===== src/slot_delin_pkg.sv =====
// Purpose: Shared constants and state types for receive slot delineation.
// Assumes: One bus per instance; octet-wide payload stream on clk_sys.
// Notes:   Every slot, check and threshold constant of the design files is named here once.
package slot_delin_pkg;

	////////////////////////////////////////////////////////////////////////////
	// Payload and slot geometry.
	localparam int unsigned PAYLOAD_LEN  = 2340;
	localparam logic [5:0]  SLOT_LAST    = 6'h34;   // Slot length 53, minus one.
	localparam logic [5:0]  OFFSET_STEP  = 6'h2D;   // Step of 45 per container.
	localparam logic [5:0]  OFFSET_STEP2 = 6'h25;   // Two steps: 90 mod 53 is 37.
	localparam logic [5:0]  OFFSET_MAX   = 6'h34;   // Highest legal indicator, 52.
	localparam logic [6:0]  SLOT_LEN_W   = 7'h35;   // Slot length 53 for sums.
	localparam int unsigned IND_MSB      = 5;       // Indicator is bits 5..0.

	////////////////////////////////////////////////////////////////////////////
	// Header check.
	localparam logic [7:0]  CRC_POLY     = 8'h07;   // x^8 + x^2 + x + 1.
	localparam logic [7:0]  HCS_COSET    = 8'h55;   // Pattern added on transmit.
	localparam logic [1:0]  HDR_PROT_LEN = 2'h3;    // Protected header octets.
	localparam logic [5:0]  SLOT_HEAD_POS = 6'h32;  // Slot start, 3 before check.

	////////////////////////////////////////////////////////////////////////////
	// Threshold defaults.
	localparam logic [3:0]  LOSS_DEFAULT    = 4'h7;
	localparam logic [3:0]  CONFIRM_DEFAULT = 4'h6;

	////////////////////////////////////////////////////////////////////////////
	// State machines, one-hot.
	typedef enum logic [1:0] {
		offset_locked_state   = 2'b01,
		offset_unlocked_state = 2'b10
	} offset_state_t;

	typedef enum logic [2:0] {
		header_locked_state  = 3'b001,
		header_presync_state = 3'b010,
		header_hunt_state    = 3'b100
	} header_state_t;

endpackage : slot_delin_pkg


===== src/hcs_if.sv =====
// Purpose: Carries payload octets to the header checker and its verdict back.
// Assumes: Verdict is combinational on the octet presented in the same cycle.
// Notes:   hdr_ok is high when the presented octet closes a valid header.
`timescale 1ns/1ns
interface hcs_if;
	logic       octet_valid;
	logic [7:0] octet;
	logic       hdr_ok;

	modport src_side (output octet_valid, output octet, input hdr_ok);
	modport chk_side (input octet_valid, input octet, output hdr_ok);
endinterface : hcs_if


===== src/hcs_check.sv =====
// Purpose: Tests every octet position as the check octet of a slot header.
// Assumes: Octets arrive in order; the window holds the three before.
// Notes:   Window fills after reset; no verdict until three octets are held.
`timescale 1ns/1ns
module hcs_check
	import slot_delin_pkg::*;
(
	input  wire logic clk_sys,
	input  wire logic rstn,
	hcs_if.chk_side   hcs
);

	logic [23:0] win_q;
	logic [1:0]  fill_q;
	logic [7:0]  crc_w;

	////////////////////////////////////////////////////////////////////////////
	// Bitwise CRC over the protected octets, first octet first, MSB first.
	function automatic logic [7:0] crc8(input logic [23:0] data);
		logic [7:0] c;
		logic       fb;
		c = 8'h00;
		for (int i = 23; i >= 0; i--) begin
			fb = c[7] ^ data[i];
			c  = {c[6:0], 1'b0};
			if (fb) begin
				c = c ^ CRC_POLY;
			end
		end
		return c;
	endfunction : crc8

	// Verdict for the current position, with the transmit pattern removed.
	assign crc_w      = crc8(win_q);
	assign hcs.hdr_ok = hcs.octet_valid && (fill_q == HDR_PROT_LEN) &&
	                    ((hcs.octet ^ HCS_COSET) == crc_w);

	// Sliding window of the last three octets; fill saturates.
	always_ff @(posedge clk_sys or negedge rstn) begin
		if (!rstn) begin
			win_q  <= 24'h000000;
			fill_q <= 2'h0;
		end else if (hcs.octet_valid) begin
			win_q <= {win_q[15:0], hcs.octet};
			if (fill_q != HDR_PROT_LEN) begin
				fill_q <= fill_q + 2'h1;
			end
		end
	end

endmodule : hcs_check


===== src/slot_delineation.sv =====
// Purpose: Receive slot delineation for one bus, by indicator or by header.
// Assumes: Upstream logic on clk_sys strobes payload octets and the H4 octet.
// Notes:   Instantiate once per bus; each instance runs its own machines.
// Function
// - Two selectable methods find slot boundaries: offset indicator or header check.
// - Boundaries are re-found in every container payload, since 2340 is not 53 multiple.
// - Expected indicator advances by 45 modulo 53 per container.
// - An out-of-range indicator is handled as an unexpected one.
// - Each bus receiver has its own independent delineation machine.
// - Indicator machine has locked and unlocked states, starting unlocked.
// - Locked: use matching indicator, else substitute the expected value.
// - After one miss, accept a value matching either previous-based expectation.
// - Matching neither expectation: go unlocked and pulse sync lost.
// - Unlocked: match previous plus 45 mod 53 to lock and pulse found.
// - Check three header octets against the fourth, CRC x^8+x^2+x+1.
// - Header machine has locked, presync and hunt states, starting in hunt.
// - Default thresholds: seven bad headers to lose, six good to confirm.
// - Locked: one check per slot; threshold misses return to hunt, pulse lost.
// - Presync: one check per slot; any failure returns to hunt.
// - Presync: threshold good headers in a row lock and pulse found.
// - Hunt: test every octet position; first good header enters presync.
// - Indicator is the low six bits of H4, distance to next boundary.
// - Legal indicator values are 0 to 52.
`timescale 1ns/1ns
module slot_delineation
	import slot_delin_pkg::*;
(
	input  wire logic       clk_sys,
	input  wire logic       rstn,
	input  wire logic       method_hcs,
	input  wire logic [3:0] loss_miss_threshold,
	input  wire logic [3:0] confirm_threshold,
	input  wire logic       octet_valid,
	input  wire logic [7:0] octet_data,
	input  wire logic       h4_valid,
	input  wire logic [7:0] h4_data,
	output logic            in_sync,
	output logic            sync_lost,
	output logic            sync_found,
	output logic            slot_start,
	output logic [5:0]      slot_offset
);

	////////////////////////////////////////////////////////////////////////////
	// Declarations.
	logic          cfg_done_q;
	logic          hcs_mode_q;
	logic [3:0]    loss_thr_q;
	logic [3:0]    conf_thr_q;
	logic [3:0]    loss_eff;
	logic [3:0]    conf_eff;

	offset_state_t ost_q;
	offset_state_t ost_d;
	logic [5:0]    prev1_q;
	logic [5:0]    prev2_q;
	logic          prev1_ok_q;
	logic          prev2_ok_q;
	logic          miss_q;
	logic          miss_d;
	logic [5:0]    bcnt_q;
	logic [5:0]    used_d;
	logic          use_ok_d;
	logic          o_lost_d;
	logic          o_found_d;

	header_state_t hst_q;
	header_state_t hst_d;
	logic [5:0]    ph_q;
	logic [5:0]    ph_d;
	logic [3:0]    good_q;
	logic [3:0]    good_d;
	logic [3:0]    bad_q;
	logic [3:0]    bad_d;
	logic          h_lost_d;
	logic          h_found_d;

	logic [5:0]    ind;
	logic          ind_legal;
	logic [5:0]    exp1;
	logic [5:0]    exp2;
	logic          match1;
	logic          match2;
	logic          h4_take;
	logic          hcs_take;
	logic          at_check;
	logic          hdr_ok;
	logic          o_bound;
	logic          h_bound;

	hcs_if hcs_bus ();

	////////////////////////////////////////////////////////////////////////////
	// Addition modulo the slot length; b is below 53, a may be an illegal raw indicator.
	function automatic logic [5:0] add_mod(input logic [5:0] a, input logic [5:0] b);
		logic [6:0] s;
		s = {1'b0, a} + {1'b0, b};
		if (s >= SLOT_LEN_W) begin
			s = s - SLOT_LEN_W;
		end
		return s[5:0];
	endfunction : add_mod

	////////////////////////////////////////////////////////////////////////////
	// Configuration is caught on the first edge after release and then frozen,
	// so a change mid-run cannot tear a machine between two methods.
	always_ff @(posedge clk_sys or negedge rstn) begin
		if (!rstn) begin
			cfg_done_q <= 1'b0;
			hcs_mode_q <= 1'b0;
			loss_thr_q <= LOSS_DEFAULT;
			conf_thr_q <= CONFIRM_DEFAULT;
		end else if (!cfg_done_q) begin
			cfg_done_q <= 1'b1;
			hcs_mode_q <= method_hcs;
			loss_thr_q <= loss_miss_threshold;
			conf_thr_q <= confirm_threshold;
		end
	end

	// A zero threshold would never be reached; it behaves as one.
	assign loss_eff = (loss_thr_q == 4'h0) ? 4'h1 : loss_thr_q;
	assign conf_eff = (conf_thr_q == 4'h0) ? 4'h1 : conf_thr_q;

	////////////////////////////////////////////////////////////////////////////
	// Indicator decode and the two expectations.
	assign ind       = h4_data[IND_MSB:0];
	assign ind_legal = (ind <= OFFSET_MAX);
	assign exp1      = add_mod(prev1_q, OFFSET_STEP);
	assign exp2      = add_mod(prev2_q, OFFSET_STEP2);
	assign match1    = ind_legal && prev1_ok_q && (ind == exp1);
	assign match2    = ind_legal && prev2_ok_q && (ind == exp2);
	assign h4_take   = cfg_done_q && !hcs_mode_q && h4_valid;

	// Indicator machine next state and the offset put to use.
	always_comb begin
		ost_d     = ost_q;
		miss_d    = miss_q;
		used_d    = exp1;
		use_ok_d  = 1'b0;
		o_lost_d  = 1'b0;
		o_found_d = 1'b0;
		if (h4_take) begin
			case (ost_q)
				offset_locked_state: begin
					if (match1) begin
						used_d   = ind;
						use_ok_d = 1'b1;
						miss_d   = 1'b0;
					end else if (miss_q && match2) begin
						used_d   = ind;
						use_ok_d = 1'b1;
						miss_d   = 1'b0;
					end else if (!miss_q) begin
						used_d   = exp1;
						use_ok_d = 1'b1;
						miss_d   = 1'b1;
					end else begin
						ost_d    = offset_unlocked_state;
						o_lost_d = 1'b1;
						miss_d   = 1'b0;
					end
				end
				offset_unlocked_state: begin
					if (match1) begin
						ost_d     = offset_locked_state;
						o_found_d = 1'b1;
						used_d    = ind;
						use_ok_d  = 1'b1;
						miss_d    = 1'b0;
					end
				end
				default: begin
					ost_d  = offset_unlocked_state;
					miss_d = 1'b0;
				end
			endcase
		end
	end

	// Indicator history; the raw received value is kept even when illegal.
	always_ff @(posedge clk_sys or negedge rstn) begin
		if (!rstn) begin
			ost_q      <= offset_unlocked_state;
			miss_q     <= 1'b0;
			prev1_q    <= 6'h00;
			prev2_q    <= 6'h00;
			prev1_ok_q <= 1'b0;
			prev2_ok_q <= 1'b0;
		end else if (h4_take) begin
			ost_q      <= ost_d;
			miss_q     <= miss_d;
			prev2_q    <= prev1_q;
			prev2_ok_q <= prev1_ok_q;
			prev1_q    <= ind;
			prev1_ok_q <= ind_legal;
		end
	end

	// Boundary countdown, reloaded at each H4 whose offset is put to use, so each container stands alone.
	// Payload octets are not expected in the same cycle as the H4 octet.
	assign o_bound = octet_valid && (bcnt_q == 6'h00);
	always_ff @(posedge clk_sys or negedge rstn) begin
		if (!rstn) begin
			bcnt_q <= SLOT_LAST;
		end else if (h4_take && use_ok_d) begin
			bcnt_q <= used_d;
		end else if (octet_valid) begin
			bcnt_q <= o_bound ? SLOT_LAST : (bcnt_q - 6'h01);
		end
	end

	////////////////////////////////////////////////////////////////////////////
	// Header checker sees every payload octet.
	assign hcs_bus.octet_valid = octet_valid;
	assign hcs_bus.octet       = octet_data;
	assign hdr_ok              = hcs_bus.hdr_ok;

	hcs_check u_hcs_check (
		.clk_sys (clk_sys),
		.rstn    (rstn),
		.hcs     (hcs_bus.chk_side)
	);

	assign hcs_take = cfg_done_q && hcs_mode_q && octet_valid;
	assign at_check = (ph_q == SLOT_LAST);
	assign ph_d     = at_check ? 6'h00 : (ph_q + 6'h01);
	assign h_bound  = octet_valid && (ph_d == SLOT_HEAD_POS);

	// Header machine next state; outside hunt only one position per slot counts.
	always_comb begin
		hst_d     = hst_q;
		good_d    = good_q;
		bad_d     = bad_q;
		h_lost_d  = 1'b0;
		h_found_d = 1'b0;
		if (hcs_take) begin
			case (hst_q)
				header_hunt_state: begin
					if (hdr_ok) begin
						hst_d  = header_presync_state;
						good_d = 4'h0;
					end
				end
				header_presync_state: begin
					if (at_check && !hdr_ok) begin
						hst_d = header_hunt_state;
					end else if (at_check && ((good_q + 4'h1) >= conf_eff)) begin
						hst_d     = header_locked_state;
						h_found_d = 1'b1;
						bad_d     = 4'h0;
					end else if (at_check) begin
						good_d = good_q + 4'h1;
					end
				end
				header_locked_state: begin
					if (at_check && hdr_ok) begin
						bad_d = 4'h0;
					end else if (at_check && ((bad_q + 4'h1) >= loss_eff)) begin
						hst_d    = header_hunt_state;
						h_lost_d = 1'b1;
					end else if (at_check) begin
						bad_d = bad_q + 4'h1;
					end
				end
				default: begin
					hst_d = header_hunt_state;
				end
			endcase
		end
	end

	// Slot phase restarts on the header that ends the hunt.
	always_ff @(posedge clk_sys or negedge rstn) begin
		if (!rstn) begin
			hst_q  <= header_hunt_state;
			ph_q   <= 6'h00;
			good_q <= 4'h0;
			bad_q  <= 4'h0;
		end else if (hcs_take) begin
			hst_q  <= hst_d;
			ph_q   <= (hst_q == header_hunt_state && hdr_ok) ? 6'h00 : ph_d;
			good_q <= good_d;
			bad_q  <= bad_d;
		end
	end

	////////////////////////////////////////////////////////////////////////////
	// Registered outputs, selected by the frozen method.
	always_ff @(posedge clk_sys or negedge rstn) begin
		if (!rstn) begin
			in_sync     <= 1'b0;
			sync_lost   <= 1'b0;
			sync_found  <= 1'b0;
			slot_start  <= 1'b0;
			slot_offset <= 6'h00;
		end else if (hcs_mode_q) begin
			in_sync    <= cfg_done_q && (hst_d == header_locked_state);
			sync_lost  <= h_lost_d;
			sync_found <= h_found_d;
			slot_start <= hcs_take && h_bound && (hst_q == header_locked_state);
		end else begin
			in_sync    <= cfg_done_q && (ost_d == offset_locked_state);
			sync_lost  <= o_lost_d;
			sync_found <= o_found_d;
			slot_start <= cfg_done_q && !h4_take && o_bound &&
			              (ost_q == offset_locked_state);
			if (h4_take && use_ok_d) begin
				slot_offset <= used_d;
			end
		end
	end

endmodule : slot_delineation

===== config.mk =====
export PLATFORM = sky130hd
export DESIGN_NAME = slot_delineation
export DESIGN_NICKNAME = d
export VERILOG_FILES = /design/src/slot_delin_pkg.sv /design/src/hcs_if.sv /design/src/hcs_check.sv /design/src/slot_delineation.sv
export SDC_FILE = /design/constraint.sdc
export NUM_CORES = 1
export LEC_CHECK = 0
export BUFFER_PORTS_ARGS = -buffer_cell sky130_fd_sc_hd__buf_2
export CELL_PAD_IN_SITES_DETAIL_PLACEMENT = 0
export CELL_PAD_IN_SITES_GLOBAL_PLACEMENT = 1
export CORE_MARGIN = 8
export CORE_UTILIZATION = 40
export CTS_BUF_LIST = sky130_fd_sc_hd__clkbuf_2 sky130_fd_sc_hd__clkbuf_4 sky130_fd_sc_hd__clkbuf_8
export CTS_CLUSTER_DIAMETER = 150
export DETAILED_ROUTE_END_ITERATION = 10
export HOLD_SLACK_MARGIN = 0.06
export PLACE_DENSITY_LB_ADDON = 0.2
export SYNTH_ARGS = -nofsm -noshare
export SYNTH_HDL_FRONTEND = slang
export SYNTH_SLANG_ARGS = --single-unit

===== constraint.sdc =====
create_clock -name clk_sys -period 3.8 [get_ports clk_sys]
set_input_delay 0.38 -clock clk_sys [delete_from_list [all_inputs] [get_ports clk_sys]]
set_output_delay 0.38 -clock clk_sys [all_outputs]
set_load 0.02 [all_outputs]

### Yosys cells after proc, flatten, opt, wreduce, memory -nomap -nowiden

Index checks and enable logic that the tools add are counted.

* output and inout port bits: 10
* bits in registers: 86
* word-level logic and storage cells: 237

* eq/ne operators: 22
* order comparisons: 5
* $add $sub $neg: 9
* bitwise gates (word level): 48
* muxes and demuxes: 91
* reductions and logical operators: 40

Operator list (count)
* $mux 3: 30
* $not 3->3: 23
* $mux 6: 11
* $mux 4: 11
* $mux 1: 27
* $logic_and 1x1->1: 26
* $xor 1x1->1: 18
* $pmux 4 s2: 2
* $add 6x6->7 const B: 2
* $ge 7x6->1 const B: 2
* $ne 2x2->1 const B: 7
* $eq 6x6->1: 2
* $eq 6x6->1 const B: 2
* $pmux 6 s2: 1
* $reduce_and 6->1: 2
* $sub 6x6->6 const B: 2
* $mux 2: 5
* $pmux 3 s3: 1
* $add 4x1->4 const B: 2
* $eq 8x8->1: 1
* $ge 4x4->1: 2
* $logic_not 4->1: 2
* $add 6x1->6 const B: 1
* $eq 3x1->1 const B: 2
* other kinds (17): 31

### Longest topological paths before layout

* depth in word-level cells: 57
* gate-level depth with buffers: 13

### By module

A second synthesis with hierarchy kept.

* cells, all modules: 689
* area, all modules: 6561.3 µm²

Modules (own cells, without submodules)
* slot_delineation: sequential area each 1514.0 µm², area each 4887.2 µm², cells an instance 570, times used 1
* hcs_check: sequential area each 650.6 µm², area each 1674.1 µm², cells an instance 119, times used 1

### Least setup slack after synthesis

No wires, ideal clock.

* path kind: reg-to-reg
* from: register prev2_q[0]
* to: register bcnt_q[3]
* required time: 3.668 ns
* path buffers: 1
* stages on the path, launching flop included: 13
* arrival time: 3.314 ns
* setup slack: 0.355 ns
* period minus slack after synthesis: 3.445 ns
* path through: dfrtp_1 buf_2 inv_1 ha_1 or4_1 o211ai_1 a221o_1 a21oi_1 or4_1 a2111oi_4 mux2_2 a22oi_1 mux2i_1

* word-level cells in the longest chain between the ends: 12
* elaborated cells on any way between the ends: 18

Ends and longest elaborated chain
* start, declared: line slot_delineation.sv:56 `logic [5:0] prev2_q;`
* start signal, assigned: line slot_delineation.sv:193 `prev2_q <= prev1_q;`
* $add 6x6->7 (*): line slot_delineation.sv:97 `s = {1'b0, a} + {1'b0, b};`
* $sub 6x6->6 or $ge 7x6->1 (tied branches): line slot_delineation.sv:99, slot_delineation.sv:98
* $mux 6 (*): line slot_delineation.sv:98 `if (s >= SLOT_LEN_W) begin`
* $eq 6x6->1 (*): line slot_delineation.sv:132 `assign match2 = ind_legal && prev2_ok_q && (ind == exp2);`
* $logic_and 1x1->1 (*): line slot_delineation.sv:132
* $logic_and 1x1->1 (*): line slot_delineation.sv:150 `end else if (miss_q && match2) begin`
* $mux 1: line slot_delineation.sv:150
* $mux 1: line slot_delineation.sv:146 `if (match1) begin`
* $pmux 1 s2: line slot_delineation.sv:144 `case (ost_q)`
* $mux 1: line slot_delineation.sv:143 `if (h4_take) begin`
* $logic_and 1x1->1: line slot_delineation.sv:206 `end else if (h4_take && use_ok_d) begin`
* $mux 6 or $reduce_bool 2->1 (tied branches)
* end signal, assigned: line slot_delineation.sv:207 `bcnt_q <= used_d;`
* end signal, assigned: line slot_delineation.sv:209 `bcnt_q <= o_bound ? SLOT_LAST : (bcnt_q - 6'h01);`
* end, declared: line slot_delineation.sv:61 `logic [5:0] bcnt_q;`

Every way passes the cells marked *; elsewhere a longest branch is shown, timed or not.
A chain may end at the register's enable or synchronous reset.

### Worst setup path in the final report

* from: register prev2_q[1]
* to: register slot_offset[2]

* word-level cells in the longest chain between the ends: 12
* elaborated cells on any way between the ends: 17

Ends and longest elaborated chain
* $add 6x6->7 (*): line slot_delineation.sv:97
* $sub 6x6->6 or $ge 7x6->1 (tied branches): line slot_delineation.sv:99, slot_delineation.sv:98
* $mux 6 (*): line slot_delineation.sv:98
* $eq 6x6->1 (*): line slot_delineation.sv:132
* $logic_and 1x1->1 (*): line slot_delineation.sv:132
* $logic_and 1x1->1 (*): line slot_delineation.sv:150
* $mux 1: line slot_delineation.sv:150
* $mux 1: line slot_delineation.sv:146
* $pmux 1 s2: line slot_delineation.sv:144
* $mux 1: line slot_delineation.sv:143
* $logic_and 1x1->1: line slot_delineation.sv:308 `if (h4_take && use_ok_d) begin`
* $reduce_and 2->1 (no line)
* end signal, assigned: line slot_delineation.sv:309 `slot_offset <= used_d;`
* end, declared: line slot_delineation.sv:41 `output logic [5:0] slot_offset`

Marks and branches as above.

==> metrics.csv <==
metric;value;unit
slew_headroom;42.64;%
worst_pin_slew;860.4;ps
seqCellArea;0.002166;mm^2
grt_overflow_total;0;
place_congestion;0.8154;
final_cells;883;
clk_latency;380;ps
slowest_delay;530;ps
hp-class;in2async;
syn_area;0.006310;mm^2
crit_slowest_cell;or4_1;
cts_hold_buffers;0;
grt_pass1_wl;23700;um
max-vdd-ir-drop;0.2406;mV
totalWireLength;14230;um
first_global_vias;4585;
hpwl;10420;um
drive_gt1_share;20.99;%
cts_tree;built;
fin_nets;715;
die_area;0.02005;mm^2
hold_viol;0;
yosys.cell_count.top_type;dfrtp_1;
row_count;46;
final_max_slew_viol_count;0;
synth-edff-count;0;
synth.avg_cell_area;9.890;um^2
place_ws;151.8;ps
antenna_cells;0;
cts_buffer_depth;2;
vias;4741;
setup_violations;0;
p_leak;0.003023;uW
cp.required;4100;ps
clkTransAtPathRegs;100;ps
pwr_density_cell;637.9;mW/mm^2
yosysTopAreaCell;dfrtp_1;
synth-seq-cells;86;
ant_nets;0;
route.detailed.drc;0;
place_inst;867;
fin_crit;3589;ps
end_kind;flip-flop;
netlist_instances;638;
seq_area_frac_synth;34.30;%
yosysUniqueCellTypes;84;
reg2reg_slack;210;ps
cp-start-kind;flip-flop;
path_cells;inv_1 > ha_1 > or4_1 > o211ai_1 > a221o_1 > a21oi_1 > or4_1 > a2111oi_4 > buf_4 > a21o_1 > a311oi_1 > buf_4 > mux2i_1;
fin_tns_setup;0;ps
grt_setup_unrepaired;no;
fmax;0.2786;GHz
synth_top_cell_area_share;30.14;%
cts_made_buffers;9;
ys_top_cells_by_count;dfrtp_1 (76), nand2_1 (56), xnor2_1 (54);
fp.dieH;141.6;um
placed_cell_area;0.006674;mm^2
root_buffer;clkbuf_8;
numPortBuffers;36;
status;finished, final reports clean;
cts.sinks;86;
cp-startpoint;prev2_q[1]$_DFFE_PN0P_;
cp-endpoint;slot_offset[2]$_DFFE_PN0P_;
setup_slack;210.9;ps
rr_worst_depth;13;
fillers;1523;
track_usage;14.70;%
critPathMaxFanout;7;
final_area;0.006929;mm^2
io_pins;39;
syn_to_final_growth;9.816;%
synth_fp_nets;690;
start_util;40.31;%
drt_iter0_drc;233;
ys_warn_count;0;
critical_path_arrival;3890;ps
crit_type;reg2reg;
async_flop_share;100.0;%
wl_per_cell;16.12;um
multi_input_area;0.003849;mm^2
finalCritPeriodShare;94.45;%
firstDrtPassIters;4;
synth_ff_type;dfrtp_1;
grt_max_degree;67;
viasPerCell;5.369;
skew;10.64;ps
die_w;141.6;um
htreeDepth;3;
max_cap_viol_count;0;
timing.rr.end;slot_offset[2]$_DFFE_PN0P_;
synth_area_leaders;dfrtp_1 (30%), xnor2_1 (7.5%), mux2_2 (6.2%), ha_1 (4.6%), dfstp_2 (4.2%);
reg2reg_from;prev2_q[1]$_DFFE_PN0P_;
grt_antenna_before_repair;0;
core_area;0.01566;mm^2
==> timing repair <==
action / CTS / global route
setup endpoints to repair: 0 / 12
setup buffers: 0 / 1
gates resized for setup: 0 / 6
==> cell usage in the layout, fill, tap and decap left out, types with 4 or more instances in the layout <==
| cell type | count |
|---|---|
| dfrtp_1 | 75 |
| nand2_1 | 56 |
| xnor2_1 | 53 |
| inv_1 | 37 |
| mux2_2 | 35 |
| buf_2 | 35 |
| o21ai_0 | 34 |
| nor2_1 | 26 |
| mux2i_1 | 23 |
| ha_1 | 23 |
| a21oi_1 | 19 |
| nand3_1 | 16 |
| xor2_1 | 16 |
| nor2b_1 | 15 |
| buf_4 | 12 |
| a21o_1 | 11 |
| xnor3_1 | 10 |
| dfstp_2 | 10 |
| clkbuf_8 | 9 |
| nand4_1 | 8 |
| nand2b_1 | 8 |
| a211oi_1 | 7 |
| and2_1 | 7 |
| nor3_1 | 6 |
| o211ai_1 | 6 |
| a22o_1 | 4 |
| a2111oi_0 | 4 |
| a31oi_1 | 4 |
==> final cells by class <==
cell class                      count  area share (%)
Clock inverter                      6           1.390
Inverter                           37           2.004
Tap cell                          216           3.900
Clock buffer                        9           1.788
Multi-Input combinational cell    481           55.54
Timing Repair Buffer               48           4.117
Sequential cell                    86           31.26
==> registers in the layout (all words and copies together) (netlist names), 3 cells and up <==
name and count:
ph_q 6, u_hcs_check.win_q 24, slot_offset 6, hst_q 3, loss_thr_q 4, good_q 4, bad_q 4, prev1_q 6
conf_thr_q 4, prev2_q 6, bcnt_q 6
==> cells by family after synthesis <==
kind of cell             share of synthesized area, %
adder cells (fa/ha/maj)                         4.561
AND/OR/NAND/NOR                                 13.88
flip-flops                                      34.30
AO/OA/AOI/OAI                                   17.57
buffers and inverters                           5.116
multiplexers                                    9.895
other                                         0.05943
XOR/XNOR                                        14.61
==> through the flow <==
stage	utilization (%)	total power [uW]	hold slack (ps)
global placement	42.63	3622	462.1
CTS	44.04	4445	124.1
global route	44.26	4756	162.5
detailed placement	42.63	3672	467.4
finish	44.26	4420	98.55
floorplan	-	3224	84.41
==> worst max-delay path, delay by kind of cell, from the launching register on <==
kind / cells / cell delay (ps)
simple gates: 2 / 1020
flops: 1 / 420
fa+ha+maj: 1 / 320
buf+inv: 3 / 450
compound gates: 6 / 1160
mux: 1 / 130
==> power by group <==
group	switching [uW]	internal [uW]	leakage [uW]	total [uW]
Sequential	242	1130	0.00103	1380
Clock	368	374	0.000107	742
Combinational	1160	1150	0.00189	2300
Total	1770	2650	0.00302	4420
==> worst min-delay path by stage <==
| stage | startpoint | to |
|---|---|---|
| floorplan | rstn | bad_q[0]$_DFFE_PN0P_ |
| global placement | u_hcs_check.fill_q[0]$_DFFE_PN0P_ | u_hcs_check.fill_q[0]$_DFFE_PN0P_ |
| detailed placement | u_hcs_check.fill_q[0]$_DFFE_PN0P_ | u_hcs_check.fill_q[0]$_DFFE_PN0P_ |
| CTS | rstn | u_hcs_check.win_q[11]$_DFFE_PN0P_ |
| global route | rstn | u_hcs_check.win_q[11]$_DFFE_PN0P_ |
| finish | rstn | u_hcs_check.win_q[3]$_DFFE_PN0P_ |
==> layer usage <==
layer  up-vias  wire length (um)  track usage, %
met5         -                 0               0
met4         0               206           5.257
met3        13               443           2.218
met2        89              6383           22.58
met1      2310              7197           20.54
li1       2329                 -               -
(Power assumes the default switching activity.)
